<file path="config.mk">
export PLATFORM = sky130hd
export DESIGN_NAME = pcdo_top
export DESIGN_NICKNAME = d
export VERILOG_FILES = /design/src/shared/pcdo_pkg.sv /design/src/logic/pcdo_div_chain.sv /design/src/logic/pcdo_top.sv
export VERILOG_INCLUDE_DIRS = /design/src /design/src/shared
export SDC_FILE = /design/constraint.sdc
export NUM_CORES = 1
export LEC_CHECK = 0
export ABC_CLOCK_PERIOD_IN_PS = 1900
export CORE_MARGIN = 2
export CORE_UTILIZATION = 40
export CTS_CLUSTER_SIZE = 28
export DETAILED_ROUTE_END_ITERATION = 10
export DONT_BUFFER_PORTS = 1
export HOLD_SLACK_MARGIN = 0.03
export MAX_ROUTING_LAYER = met4
export PLACE_DENSITY = 0.57
export SLEW_MARGIN = 5
export SYNTH_ARGS = -nofsm -noshare
export SYNTH_HDL_FRONTEND = slang
export SYNTH_SLANG_ARGS = --single-unit
export TNS_END_PERCENT = 20
</file>
<file path="constraint.sdc">
create_clock -name clock_in -period 1.9 [get_ports clock_in]
set_input_delay 0.475 -clock clock_in [delete_from_list [all_inputs] [get_ports clock_in]]
set_output_delay 0.475 -clock clock_in [all_outputs]
set_load 0.03 [all_outputs]
</file>
<file path="src/shared/pcdo_consts.svh">
`ifndef PCDO_CONSTS_SVH
`define PCDO_CONSTS_SVH

// register byte offsets
`define PCDO_REG_CTRL      8'h00
`define PCDO_REG_STATUS    8'h04

// control field positions
`define PCDO_SEL_LSB       0
`define PCDO_SEL_MSB       3
`define PCDO_RUN_BIT       4
`define PCDO_BYPASS_BIT    5
`define PCDO_CTRL_RESET    6'h00

// status field positions
`define PCDO_STAT_ACTIVE   0
`define PCDO_STAT_PIN      1

// number of divide-by-two stages
`define PCDO_STAGES        16
`endif

</file>
<file path="src/shared/pcdo_pkg.sv">
package pcdo_pkg;
    typedef enum logic [1:0] {
        PCDO_IDLE  = 2'b00,
        PCDO_RUN   = 2'b01,
        PCDO_DRAIN = 2'b11
    } pcdo_state_t;
endpackage : pcdo_pkg

</file>
<file path="src/logic/pcdo_div_chain.sv">
`timescale 1ns/1ps
`include "pcdo_consts.svh"

module pcdo_div_chain #(
    parameter int STAGES = `PCDO_STAGES
) (
    // clock and reset
    input  wire logic              clock_in,
    input  wire logic              rstn_in,
    // control
    input  wire logic              tick_in,
    input  wire logic              count_en_in,
    input  wire logic              clear_in,
    // stage outputs
    output logic [STAGES-1:0]      stages_out
);
    logic [STAGES:0] carry;

    // each stage toggles when every stage below it is high
    assign carry[0] = tick_in & count_en_in;

    genvar k;
    generate
        for (k = 0; k < STAGES; k++) begin : g_stage
            assign carry[k+1] = carry[k] & stages_out[k];
            always_ff @(posedge clock_in or negedge rstn_in) begin
                if (!rstn_in) begin
                    stages_out[k] <= 1'b0;
                end else if (clear_in) begin
                    stages_out[k] <= 1'b0;
                end else if (carry[k]) begin
                    stages_out[k] <= ~stages_out[k];
                end
            end
        end
    endgenerate
endmodule : pcdo_div_chain

</file>
<file path="src/logic/pcdo_top.sv">
// Local design decisions: the plain strobed port and the address map.
`timescale 1ns/1ps
`include "pcdo_consts.svh"

module pcdo_top #(
    parameter int ADDR_W = 8
) (
    // clock and reset
    input  wire logic              clock_in,
    input  wire logic              rstn_in,
    // register port
    input  wire logic [ADDR_W-1:0] addr_in,
    input  wire logic [31:0]       wdata_in,
    input  wire logic              wr_in,
    input  wire logic              rd_in,
    output logic [31:0]            rdata_out,
    // divider input clock, sampled from a pin
    input  wire logic              divider_input_clock_in,
    // divided clock pin
    output logic                   clock_output_pin_out
);
    localparam int STAGES = `PCDO_STAGES;

    logic [3:0]                    divide_select;
    logic                          run;
    logic                          divider_bypass;
    logic [2:0]                    sync;
    logic                          in_level;
    logic                          in_level_d;
    logic                          tick;
    logic [STAGES-1:0]             stages;
    logic                          selected;
    logic                          active;
    logic                          next_pin;
    pcdo_pkg::pcdo_state_t         state;
    pcdo_pkg::pcdo_state_t         next_state;

    // register writes
    always_ff @(posedge clock_in or negedge rstn_in) begin
        if (!rstn_in) begin
            divide_select  <= 4'h0;
            run            <= 1'b0;
            divider_bypass <= 1'b0;
        end else if (wr_in && addr_in == ADDR_W'(`PCDO_REG_CTRL)) begin
            divide_select  <= wdata_in[`PCDO_SEL_MSB:`PCDO_SEL_LSB];
            run            <= wdata_in[`PCDO_RUN_BIT];
            divider_bypass <= wdata_in[`PCDO_BYPASS_BIT];
        end
    end

    // register reads: data stands for exactly the cycle after the strobe
    always_ff @(posedge clock_in or negedge rstn_in) begin
        if (!rstn_in) begin
            rdata_out <= 32'h0000_0000;
        end else if (!rd_in) begin
            rdata_out <= 32'h0000_0000;
        end else if (addr_in == ADDR_W'(`PCDO_REG_CTRL)) begin
            rdata_out <= {26'h0, divider_bypass, run, divide_select};
        end else if (addr_in == ADDR_W'(`PCDO_REG_STATUS)) begin
            rdata_out <= {30'h0, clock_output_pin_out, active};
        end else begin
            rdata_out <= 32'h0000_0000;
        end
    end

    // three-stage synchroniser; a change counts once stages two and three agree
    always_ff @(posedge clock_in or negedge rstn_in) begin
        if (!rstn_in) begin
            sync <= 3'h0;
        end else begin
            sync <= {sync[1:0], divider_input_clock_in};
        end
    end

    always_ff @(posedge clock_in or negedge rstn_in) begin
        if (!rstn_in) begin
            in_level   <= 1'b0;
            in_level_d <= 1'b0;
        end else begin
            if (sync[1] == sync[2]) begin
                in_level <= sync[2];
            end
            in_level_d <= in_level;
        end
    end

    // one-cycle pulse per rising edge of the input clock;
    // limits input clock to well under a quarter of clock_in
    assign tick = in_level & ~in_level_d;

    pcdo_div_chain #(
        .STAGES      (STAGES)
    ) u_chain (
        .clock_in    (clock_in),
        .rstn_in     (rstn_in),
        .tick_in     (tick),
        .count_en_in (active),
        .clear_in    (!active),
        .stages_out  (stages)
    );

    // stage N runs at input over 2**(N+1)
    assign selected = stages[divide_select];

    assign active = (state != pcdo_pkg::PCDO_IDLE);

    always_comb begin
        next_state = state;
        case (state)
            pcdo_pkg::PCDO_IDLE: begin
                if (run) begin
                    next_state = pcdo_pkg::PCDO_RUN;
                end
            end
            pcdo_pkg::PCDO_RUN: begin
                if (!run) begin
                    next_state = selected ? pcdo_pkg::PCDO_DRAIN
                                          : pcdo_pkg::PCDO_IDLE;
                end
            end
            pcdo_pkg::PCDO_DRAIN: begin
                if (run) begin
                    next_state = pcdo_pkg::PCDO_RUN;
                end else if (!selected) begin
                    next_state = pcdo_pkg::PCDO_IDLE;
                end
            end
            default: begin
                next_state = pcdo_pkg::PCDO_IDLE;
            end
        endcase
    end

    always_ff @(posedge clock_in or negedge rstn_in) begin
        if (!rstn_in) begin
            state <= pcdo_pkg::PCDO_IDLE;
        end else begin
            state <= next_state;
        end
    end

    // gated while idle unless bypassed, so a select change cannot raise a stale stage
    always_comb begin
        if (divider_bypass) begin
            next_pin = in_level;
        end else if (active) begin
            next_pin = selected;
        end else begin
            next_pin = 1'b0;
        end
    end

    always_ff @(posedge clock_in or negedge rstn_in) begin
        if (!rstn_in) begin
            clock_output_pin_out <= 1'b0;
        end else begin
            clock_output_pin_out <= next_pin;
        end
    end

    // helper: mask of the stages below the selected one
    logic [STAGES-1:0] low_mask;
    assign low_mask = STAGES'((32'h1 << divide_select) - 32'h1);

    a_stage_halves: assert property (
        @(posedge clock_in) disable iff (!rstn_in)
        (tick && active) |=> (stages[0] != $past(stages[0])))
        else $error("first stage did not toggle on input edge");

    a_stage_holds: assert property (
        @(posedge clock_in) disable iff (!rstn_in)
        (!tick && active) |=> (stages == $past(stages)))
        else $error("stages moved without an input edge");

    a_pin_follows: assert property (
        @(posedge clock_in) disable iff (!rstn_in)
        (active && !divider_bypass) |=>
            (clock_output_pin_out == $past(selected)))
        else $error("pin does not follow selected stage");

    a_select_power: assert property (
        @(posedge clock_in) disable iff (!rstn_in)
        (active && tick && ((stages & low_mask) == low_mask)
            && !(wr_in && addr_in == ADDR_W'(`PCDO_REG_CTRL)))
        |=> (selected != $past(selected)))
        else $error("selected stage missed its toggle");

    a_run_starts: assert property (
        @(posedge clock_in) disable iff (!rstn_in)
        (state == pcdo_pkg::PCDO_IDLE && wr_in
            && addr_in == ADDR_W'(`PCDO_REG_CTRL)
            && wdata_in[`PCDO_RUN_BIT])
        |-> ##2 (state == pcdo_pkg::PCDO_RUN))
        else $error("run write did not start the chain");

    a_stop_low: assert property (
        @(posedge clock_in) disable iff (!rstn_in)
        (active && !run && !selected) |=> !active)
        else $error("chain kept running after output went low");

    a_no_cut: assert property (
        @(posedge clock_in) disable iff (!rstn_in)
        (active && !run && selected) |=> active)
        else $error("chain stopped with output high");

    a_bypass_path: assert property (
        @(posedge clock_in) disable iff (!rstn_in)
        divider_bypass |=> (clock_output_pin_out == $past(in_level)))
        else $error("bypass does not pass input clock");

    a_idle_low: assert property (
        @(posedge clock_in) disable iff (!rstn_in)
        (!active && !divider_bypass) |=> !clock_output_pin_out)
        else $error("pin not low while idle");
endmodule : pcdo_top

</file>
==> impl_metrics.py, run 1 <==
metrics = {
    "run_status": {
        "status": "complete, no violations",
    },
    "timing": {
        "finClkSkew_ps": 7.52,
        "finalCriticalPeriod_ps": 1850,
        "final-hold-violation-count": 0,
        "drv_slew": 0,
        "period_share_pct": 97.4,
        "hold_slack_ps": 205,
        "finalSetupViolCount": 0,
        "rsz0062_at_grt": "yes",
        "fmax_mhz": 540,
    },
    "global_route": {
        "grt.overflow.total": 0,
        "grt_max_degree": 37,
        "grtUsageTotal_pct": 15.7,
        "grt_pass1_vias": 1311,
        "grt_pass1_wl_mm": 5.93,
        "grt_antenna_before_repair": 0,
    },
    "logic_synthesis": {
        "synthCells": 172,
        "synth_cell_types": 39,
        "netlist_area_um2": 1840,
        "synth_area_per_cell_um2": 10.7,
        "ys_top_cells_by_area": "dfrtp_1 (49%), buf_4 (11%), mux2_2 (4.9%)",
        "ys_ff_latch": 36,
        "synth_edf_count": 0,
        "async_reset_ff_share_pct": 100,
        "yosysTopAreaCell": "dfrtp_1",
        "yosysSeqAreaShare_pct": 49.0,
        "synth_flop_cell": "dfrtp_1",
        "yosys_warnings": 0,
        "synth_top_area_share_pct": 49.0,
    },
    "worst_setup_path": {
        "worstSetupEndpointType": "flip-flop",
        "worstPathMaxFanout": 8,
        "start_kind": "flip-flop",
        "cp_data_arrival_time_ps": 2070,
        "worstPathRequired_ps": 2120,
        "crit_type": "reg -> reg",
    },
    "clock_network": {
        "cts_tree": "done",
        "clock_latency_ps": 290,
        "htreeDepth": 2,
        "clock-sinks": 36,
        "root_buffer": "clkbuf_8",
        "cts_buffers": 5,
        "clk_pin_slew_ps": 80,
        "clk_path_buf_depth": 2,
    },
    "cells_and_area": {
        "areaGrowthSynthToFinish_pct": 12.0,
        "final_common_cell": "dfrtp_1",
        "n_antenna_cell": 0,
        "nNetsFinal": 236,
        "final_cell_mix": "dfrtp_1 (35), conb_1 (26), buf_4 (15)",
        "postLayoutCellArea_um2": 2060,
        "final_util_pct": 46.9,
        "drive_gt1_share_pct": 21.9,
    },
    "placed_design": {
        "placed_cell_area_um2": 1890,
        "io_buffer_count": 0,
        "dp_hpwl_mm": 2.54,
        "routabilityCongestion": 0.821,
    },
    "drt": {
        "finalWirelength_mm": 3.46,
        "ant_nets": 0,
        "dr.pass1.iters": 4,
        "routed_via_density": 5.11,
        "dr.first_iter.drc_count": 86,
        "drc_errors": 0,
        "num_vias": 1247,
        "wl_per_cell_um": 14.2,
    },
    "pwr": {
        "leakage_nw": 0.887,
        "power.density_nw_per_um2": 720,
        "irDropWorstVdd_uv": 250,
    },
    "min_path": {
        "hp-class": "in -> reg",
    },
    "floorplanning": {
        "fp.dieW_um": 71.8,
        "start_util_pct": 41.9,
        "core_um2": 4380,
        "die_area_um2": 5150,
        "die_h_um": 71.8,
        "ios": 78,
        "placement_rows": 24,
    },
    "job": {
        "cap_violations": 0,
    },
}
## cells in the mapped netlist, drive strengths merged (2+ instances only)
cell type  number
xnor2           3
nor3            2
a21oi           9
or3             4
clkbuf          3
xor2            3
and2            4
nand4           5
inv             9
nand3           5
buf            28
mux4            3
nand2           3
or4             3
nand4b          2
mux2i           3
nor2           12
dfrtp          36
mux2            8
o21ai           7
o31ai           4
## where the power goes
| group | internal (W) | switching [W] | total [W] |
|---|---|---|---|
| clock network | 0.000255 | 0.000279 | 0.000534 |
| logic | 0.0000382 | 0.000112 | 0.000150 |
| registers | 0.000782 | 0.0000145 | 0.000796 |
## cell families (layout without fill, tap and decap cells)
| logic type | count (synthesis) | after routing | synth area share [%] |
|---|---|---|---|
| xor gates and xnor gates | 6 | 6 | 2.86 |
| muxes | 14 | 14 | 10.4 |
| other | 1 | 26 | 0.204 |
| AOI/OAI and AO/OA | 25 | 25 | 8.11 |
| DFF | 36 | 36 | 49.0 |
| buffers and inverters | 40 | 35 | 13.6 |
| and+or+nand+nor | 49 | 49 | 15.2 |
| adders and majority gates | 1 | 1 | 0.545 |
## metal layers
layer / wire, um / vias up / GRT usage, % / part of all wire (%)
met3: 215 / 7 / 5.77 / 6.2
met5: 0 / - / - / 0
li1: - / 589 / - / -
met4: 51 / 0 / 5.87 / 1.5
met2: 1700 / 43 / 25.1 / 49
met1: 1490 / 608 / 18.0 / 43
## sequential cells by signal (all words and copies together), names as in the netlist
| signal | count |
|---|---|
| u_chain.stages_out | 16 |
| rdata_out | 6 |
| divide_select | 4 |
| sync | 3 |
| state | 2 |
| clock_output_pin_out | 1 |
| divider_bypass | 1 |
| in_level | 1 |
| in_level_d | 1 |
| run | 1 |
## worst max-delay path, stage by stage (launching register included)
cell and delay [ps]:
dfrtp_1 360, nand4_1 140, or4b_4 630, buf_4 170, or3_1 340, a21oi_1 140
## area by class of cell
cell class,count,area [um2]
tap,52,65.1
inverter,9,33.8
clock inverter,3,18.8
multi-input combinational,121,815
sequential,36,902
timing repair buffer,18,154
clock buffer,5,68.8
fill,401,2330
## worst paths after layout
check | from | end | slack (ps) | cells after the start
setup reg to reg | u_chain.stages_out[3]$_DFFE_PN0P_ | u_chain.stages_out[9]$_DFFE_PN0P_ | 50 | 5
min in group asynchronous | rstn_in | divider_bypass$_DFFE_PN0P_ | 630 | 2
hold reg to reg | sync[0]$_DFF_PN0_ | sync[1]$_DFF_PN0_ | 350 | 0
max in group asynchronous | rstn_in | u_chain.stages_out[8]$_DFFE_PN0P_ | 1070 | 2
setup / recovery | u_chain.stages_out[3]$_DFFE_PN0P_ | u_chain.stages_out[9]$_DFFE_PN0P_ | 50 | 5
hold / removal | divider_input_clock_in | sync[0]$_DFF_PN0_ | 200 | 0
## repair_timing
action / CTS / global route
hold buffers: 2 / 0
pin swaps: 0 / 8
endpoints found under the setup margin: 10 / 8
resized for setup: 3 / 6
setup buffers: 0 / 1
endpoints found under the hold margin: 36 / 0
## per-stage QoR
step	worst slack, ps	power [W]	setup TNS (ps)	instances
after floorplan	6.38	0.000952	0	197
after global placement	-64.2	0.000931	-158	233
after detailed placement	-155	0.000933	-465	233
after CTS	22.3	0.00150	0	243
after global routing	-45.2	0.00155	-189	244
final	49.0	0.00148	0	244
(Power assumes the default switching activity.)
==> run 2, diff against run 1 <==
CELL_PAD_IN_SITES_DETAIL_PLACEMENT = 0   (was not set)
CELL_PAD_IN_SITES_GLOBAL_PLACEMENT = 1   (was not set)
PLACE_DENSITY = 0.73   (was 0.57)
==> run 2 against run 1 <==
- utilization unchanged
- highest routed layer unchanged
- global-route usage down 0.47 points
- sequential share of layout area unchanged
- register-to-register slack better by 20 ps
==> impl_metrics.py, run 2 (synthesis gave the netlist of run 1 again) <==
metrics = {
    "pwr": {
        "irDropWorstVdd_uv": 343,
        "power.switching_w": 0.000390,
        "leakage_nw": 0.886,
        "p_int_w": 0.00121,
        "power.density_nw_per_um2": 776,
        "switching_share_pct": 24.4,
        "seq_power_share_pct": 50.0,
        "power_frac_comb_pct": 8.9,
        "clock_power_share_pct": 41.1,
    },
    "drt": {
        "num_vias": 1241,
        "dr.pass1.iters": 4,
        "wl_per_cell_um": 13.9,
        "routed_via_density": 5.11,
        "finalWirelength_mm": 3.39,
        "dr.first_iter.drc_count": 57,
        "ant_nets": 0,
        "drc_errors": 0,
    },
    "placed_design": {
        "dp_slack_ps": -92.3,
        "io_buffer_count": 0,
        "dp_hpwl_mm": 2.50,
        "routabilityCongestion": 0.837,
        "placed_cell_area_um2": 1890,
    },
    "cells_and_area": {
        "final_common_cell": "dfrtp_1",
        "n_antenna_cell": 0,
        "postLayoutCellArea_um2": 2060,
        "nNetsFinal": 235,
        "areaGrowthSynthToFinish_pct": 12.0,
        "regMostFlops": "u_chain.stages_out",
        "drive_gt1_share_pct": 20.9,
        "largest_reg_flops": 16,
        "final_cell_mix": "dfrtp_1 (35), conb_1 (26), buf_4 (15)",
        "final_util_pct": 46.9,
        "largestRegisters": "u_chain.stages_out (16), rdata_out (6), divide_select (4)",
    },
    "worst_setup_path": {
        "start_kind": "flip-flop",
        "cp_data_arrival_time_ps": 2040,
        "worstPathRequired_ps": 2110,
        "worstSetupEndpointType": "flip-flop",
        "path_cells": "nand4_1 > or4b_4 > buf_4 > or3_1 > a21oi_1",
        "crit_type": "reg -> reg",
        "worstPathBufferInverterCount": 1,
        "worstPathMaxFanout": 6,
        "cp_top_family": "simple AND/OR/NAND/NOR gates",
        "crit_slowest_cell": "or4b_4",
        "max_stage_delay_ps": 590,
    },
    "floorplanning": {
        "die_h_um": 71.8,
        "ios": 78,
        "die_area_um2": 5150,
        "fp.dieW_um": 71.8,
        "placement_rows": 24,
        "start_util_pct": 41.9,
        "core_um2": 4380,
    },
    "timing": {
        "fmax_mhz": 546,
        "setup_tns_ps": 0,
        "finalCriticalPeriod_ps": 1830,
        "finClkSkew_ps": 5.66,
        "final-hold-violation-count": 0,
        "drv_slew": 0,
        "finalSetupViolCount": 0,
        "worst_slack_ps": 67.5,
        "period_share_pct": 96.4,
        "rsz0062_at_grt": "yes",
    },
    "global_route": {
        "grt_busiest_layer": "met2",
        "grt_max_degree": 37,
        "grt_antenna_before_repair": 0,
        "met2_usage_pct": 26.2,
        "grtUsageTotal_pct": 15.2,
        "grt_pass1_wl_mm": 5.82,
        "grt_pass1_vias": 1348,
        "gr-usage-met3_pct": 4.92,
        "grt.overflow.total": 0,
        "global_route.usage.met1_pct": 15.8,
    },
    "clock_network": {
        "clk_pin_slew_ps": 70,
        "clk_path_buf_depth": 2,
        "clock-sinks": 36,
        "htreeDepth": 2,
        "clock_latency_ps": 290,
        "cts_tree": "done",
        "root_buffer": "clkbuf_8",
        "cts_buffers": 5,
    },
    "run_status": {
        "status": "complete, no violations",
    },
    "min_path": {
        "hp-class": "in -> reg",
    },
    "job": {
        "cap_violations": 0,
    },
}
[run 2: path summary, 6_finish.rpt]
path / from / end / slack [ps] / depth (start not counted)
max: u_chain.stages_out[3]$_DFFE_PN0P_ / u_chain.stages_out[7]$_DFFE_PN0P_ / 70 / 5
min: divider_input_clock_in / sync[0]$_DFF_PN0_ / 210 / 0
max reg2reg: u_chain.stages_out[3]$_DFFE_PN0P_ / u_chain.stages_out[7]$_DFFE_PN0P_ / 70 / 5
min reg2reg: sync[0]$_DFF_PN0_ / sync[1]$_DFF_PN0_ / 350 / 0
max in group asynchronous: rstn_in / divide_select[0]$_DFFE_PN0P_ / 1080 / 2
min in group asynchronous: rstn_in / state[1]$_DFFE_PN0P_ / 640 / 2
[run 2: area by class of cell]
cell class | instances | area, um2
Clock buffer | 6 | 72.6
Sequential cell | 36 | 902
Clock inverter | 2 | 35.0
Timing Repair Buffer | 17 | 143
Fill cell | 415 | 2330
Inverter | 9 | 33.8
Multi-Input combinational cell | 121 | 806
Tap cell | 52 | 65.1
[run 2: what timing repair did]
action,4_1_cts,5_1_grt
hold buffers,2,0
resized for setup,2,4
pin swaps,0,1
buffers inserted,0,0
endpoints found under the setup margin,11,10
endpoints found under the hold margin,36,0
[run 2: power by group through the flow]
stage          Combinational, W  Sequential [W]  Clock [W]
2_1_floorplan          0.000145        0.000807          0
5_1_grt                0.000154        0.000799   0.000711
3_3_place_gp           0.000117        0.000811          0
3_5_place_dp           0.000119        0.000812          0
6_report               0.000142        0.000797   0.000656
4_1_cts                0.000140        0.000797   0.000675
[run 2: worst register-to-register path, delay by kind of cell, from the launching register on]
| family | cells | cell delay, ps |
|---|---|---|
| buffers and inverters | 1 | 190 |
| flip-flops | 1 | 380 |
| AO/OA/AOI/OAI | 1 | 140 |
| AND/OR/NAND/NOR | 3 | 1060 |
[run 2: routing by layer]
| layer | routed length, um | part of all wire (%) |
|---|---|---|
| met4 | 58 | 1.7 |
| met1 | 1380 | 41 |
| met3 | 171 | 5.0 |
| met5 | 0 | 0 |
| met2 | 1780 | 52 |
[run 2: through the flow]
step	cells	total power, W	hold slack [ps]
final	243	0.00160	211
after global routing	243	0.00166	191
after CTS	243	0.00161	202
after detailed placement	233	0.000931	180
after global placement	233	0.000929	180
after floorplan	197	0.000952	179
==> run 3, diff against run 2 <==
RECOVER_POWER = 100   (was not set)
==> run 3 against run 2 <==
- clock power hardly changed
- global-route usage unchanged
- die area did not move
- non-clock buffer count is the same
- flip-flop and latch count stayed put
- register-to-register slack about the same
- first-iteration DRC count increased by 1.8%
- largest power group unchanged
==> impl_metrics.py, run 3 (synthesis gave the netlist of run 1 again) <==
metrics = {
    "cells_and_area": {
        "areaGrowthSynthToFinish_pct": 10.6,
        "final_cell_mix": "dfrtp_1 (35), conb_1 (26), nor2_1 (12), buf_4 (12), inv_1 (9)",
        "largest_reg_flops": 16,
        "final_common_cell": "dfrtp_1",
        "regMostFlops": "u_chain.stages_out",
        "largestRegisters": "u_chain.stages_out (16), rdata_out (6), divide_select (4)",
        "final_util_pct": 46.3,
        "layout.cells.non_filler": 243,
        "drive_gt1_share_pct": 19.4,
        "nNetsFinal": 235,
        "n_antenna_cell": 0,
        "postLayoutCellArea_um2": 2030,
    },
    "timing": {
        "final-hold-violation-count": 0,
        "rsz0062_at_grt": "yes",
        "worst_slack_ps": 53.5,
        "period_share_pct": 97.2,
        "worst_slew_pin_slew_ps": 869,
        "relSlewSlack_pct": 42.1,
        "hold_slack_ps": 210,
        "finClkSkew_ps": 5.62,
        "drv_slew": 0,
        "fmax_mhz": 542,
        "finalCriticalPeriod_ps": 1850,
        "finalSetupViolCount": 0,
    },
    "floorplanning": {
        "die_h_um": 71.8,
        "ios": 78,
        "fp.dieW_um": 71.8,
        "die_area_um2": 5150,
        "core_um2": 4380,
        "placement_rows": 24,
        "start_util_pct": 41.9,
    },
    "placed_design": {
        "placed_cell_area_um2": 1890,
        "dp_slack_ps": -92.3,
        "dp_hpwl_mm": 2.50,
        "routabilityCongestion": 0.837,
        "dp_cells": 233,
        "io_buffer_count": 0,
    },
    "global_route": {
        "grt_pass1_wl_mm": 5.82,
        "grt_antenna_before_repair": 0,
        "grt_max_degree": 37,
        "grt_pass1_vias": 1348,
        "grt.overflow.total": 0,
        "grtUsageTotal_pct": 15.2,
    },
    "clock_network": {
        "clock-sinks": 36,
        "cts_tree": "done",
        "clk_pin_slew_ps": 70,
        "clk_path_buf_depth": 2,
        "post_cts_buffers": 0,
        "root_buffer": "clkbuf_8",
        "htreeDepth": 2,
        "clock_latency_ps": 290,
        "cts_buffers": 5,
    },
    "worst_setup_path": {
        "crit_slowest_cell": "or4b_4",
        "worstSetupEndpointType": "flip-flop",
        "ff2ff_path_depth": 5,
        "start_kind": "flip-flop",
        "cp_data_arrival_time_ps": 2060,
        "r2r_start": "u_chain.stages_out[3]$_DFFE_PN0P_",
        "worstPathMaxFanout": 6,
        "worstPathBufferInverterCount": 1,
        "cp_top_family": "simple AND/OR/NAND/NOR gates",
        "r2r_slack_ps": 50,
        "max_stage_delay_ps": 590,
        "path_cells": "nand4_1 > or4b_4 > buf_4 > or3_1 > a21oi_1",
        "r2r-end": "u_chain.stages_out[7]$_DFFE_PN0P_",
        "crit_type": "reg -> reg",
        "worstPathRequired_ps": 2110,
    },
    "drt": {
        "routedLengthMet1_mm": 1.40,
        "topRoutingLayerUsed": "met4",
        "wl_met2_mm": 1.78,
        "dr.first_iter.drc_count": 58,
        "num_vias": 1240,
        "wl_per_cell_um": 14.0,
        "wl_met3_um": 170,
        "ant_nets": 0,
        "finalWirelength_mm": 3.40,
        "dr.pass1.iters": 4,
        "routed_via_density": 5.10,
        "drc_errors": 0,
    },
    "job": {
        "cap_violations": 0,
    },
    "min_path": {
        "hp-class": "in -> reg",
        "worstHoldStart": "divider_input_clock_in",
        "holdPathEnd": "sync[0]$_DFF_PN0_",
        "min_path_cells": 0,
    },
    "pwr": {
        "power.density_nw_per_um2": 783,
        "irDropWorstVdd_uv": 343,
        "leakage_nw": 0.865,
    },
    "run_status": {
        "status": "complete, no violations",
    },
}
## run 3: cell count changes in the layout (fill, tap and decap cells not counted)
| cell | previous run | this run |
|---|---|---|
| buf_4 | 15 | 12 |
| and2_0 | 0 | 4 |
| buf_12 | 1 | 0 |
| clkbuf_2 | 0 | 1 |
| clkbuf_1 | 1 | 4 |
| and2_1 | 4 | 0 |
## run 3: worst max-delay path by stage
stage                                      start                            endpoint  slack [ps]  cells after the start
2_1_floorplan       divide_select[0]$_DFFE_PN0P_                state[0]$_DFFE_PN0P_           6                      5
3_3_place_gp        divide_select[0]$_DFFE_PN0P_                state[0]$_DFFE_PN0P_         -80                      4
3_5_place_dp        divide_select[0]$_DFFE_PN0P_                state[0]$_DFFE_PN0P_         -90                      4
4_1_cts             divide_select[0]$_DFFE_PN0P_                state[0]$_DFFE_PN0P_           4                      4
5_1_grt        u_chain.stages_out[2]$_DFFE_PN0P_  u_chain.stages_out[10]$_DFFE_PN0P_         -30                      4
6_report       u_chain.stages_out[3]$_DFFE_PN0P_   u_chain.stages_out[7]$_DFFE_PN0P_          50                      5
## run 3: timing repair
action	CTS	global route
hold buffers	2	0
cloned	0	0
setup endpoints to repair	11	10
pin swaps	0	1
endpoints found under the hold margin	36	0
resized for setup	2	4
## run 3: where the power goes
part	total, W	leakage [nW]	internal, W	switching (W)
registers	0.000797	0.489	0.000782	0.0000152
logic	0.000136	0.321	0.0000290	0.000107
clock network	0.000656	0.0552	0.000389	0.000267
total	0.00159	0.865	0.00120	0.000389
## run 3: per-layer routing
metal / vias to the layer above / global-route usage, %
met2: 38 / 26.2
met3: 6 / 4.92
met5: - / -
li1: 590 / -
met1: 606 / 15.8
met4: 0 / 6.71
## run 3: layout make-up
cell class                 count  area (um2)
timing repair buffer          17         116
multi-input combinational    121         806
clock inverter                 2        35.0
sequential                    36         902
inverter                       9        33.8
tap                           52        65.1
clock buffer                   6        72.6
fill                         420        2350
## run 3: worst reg2reg max path: stages (launching register included)
cell	delay, ps
dfrtp_1	380
nand4_1	130
or4b_4	590
buf_4	190
or3_1	350
a21oi_1	140
## run 3: per-stage QoR
stage	setup TNS (ps)	total power, W
after floorplan	0	0.000952
final	0	0.00159
after global routing	-87.8	0.00166
after CTS	0	0.00161
after detailed placement	-209	0.000931
after global placement	-156	0.000929
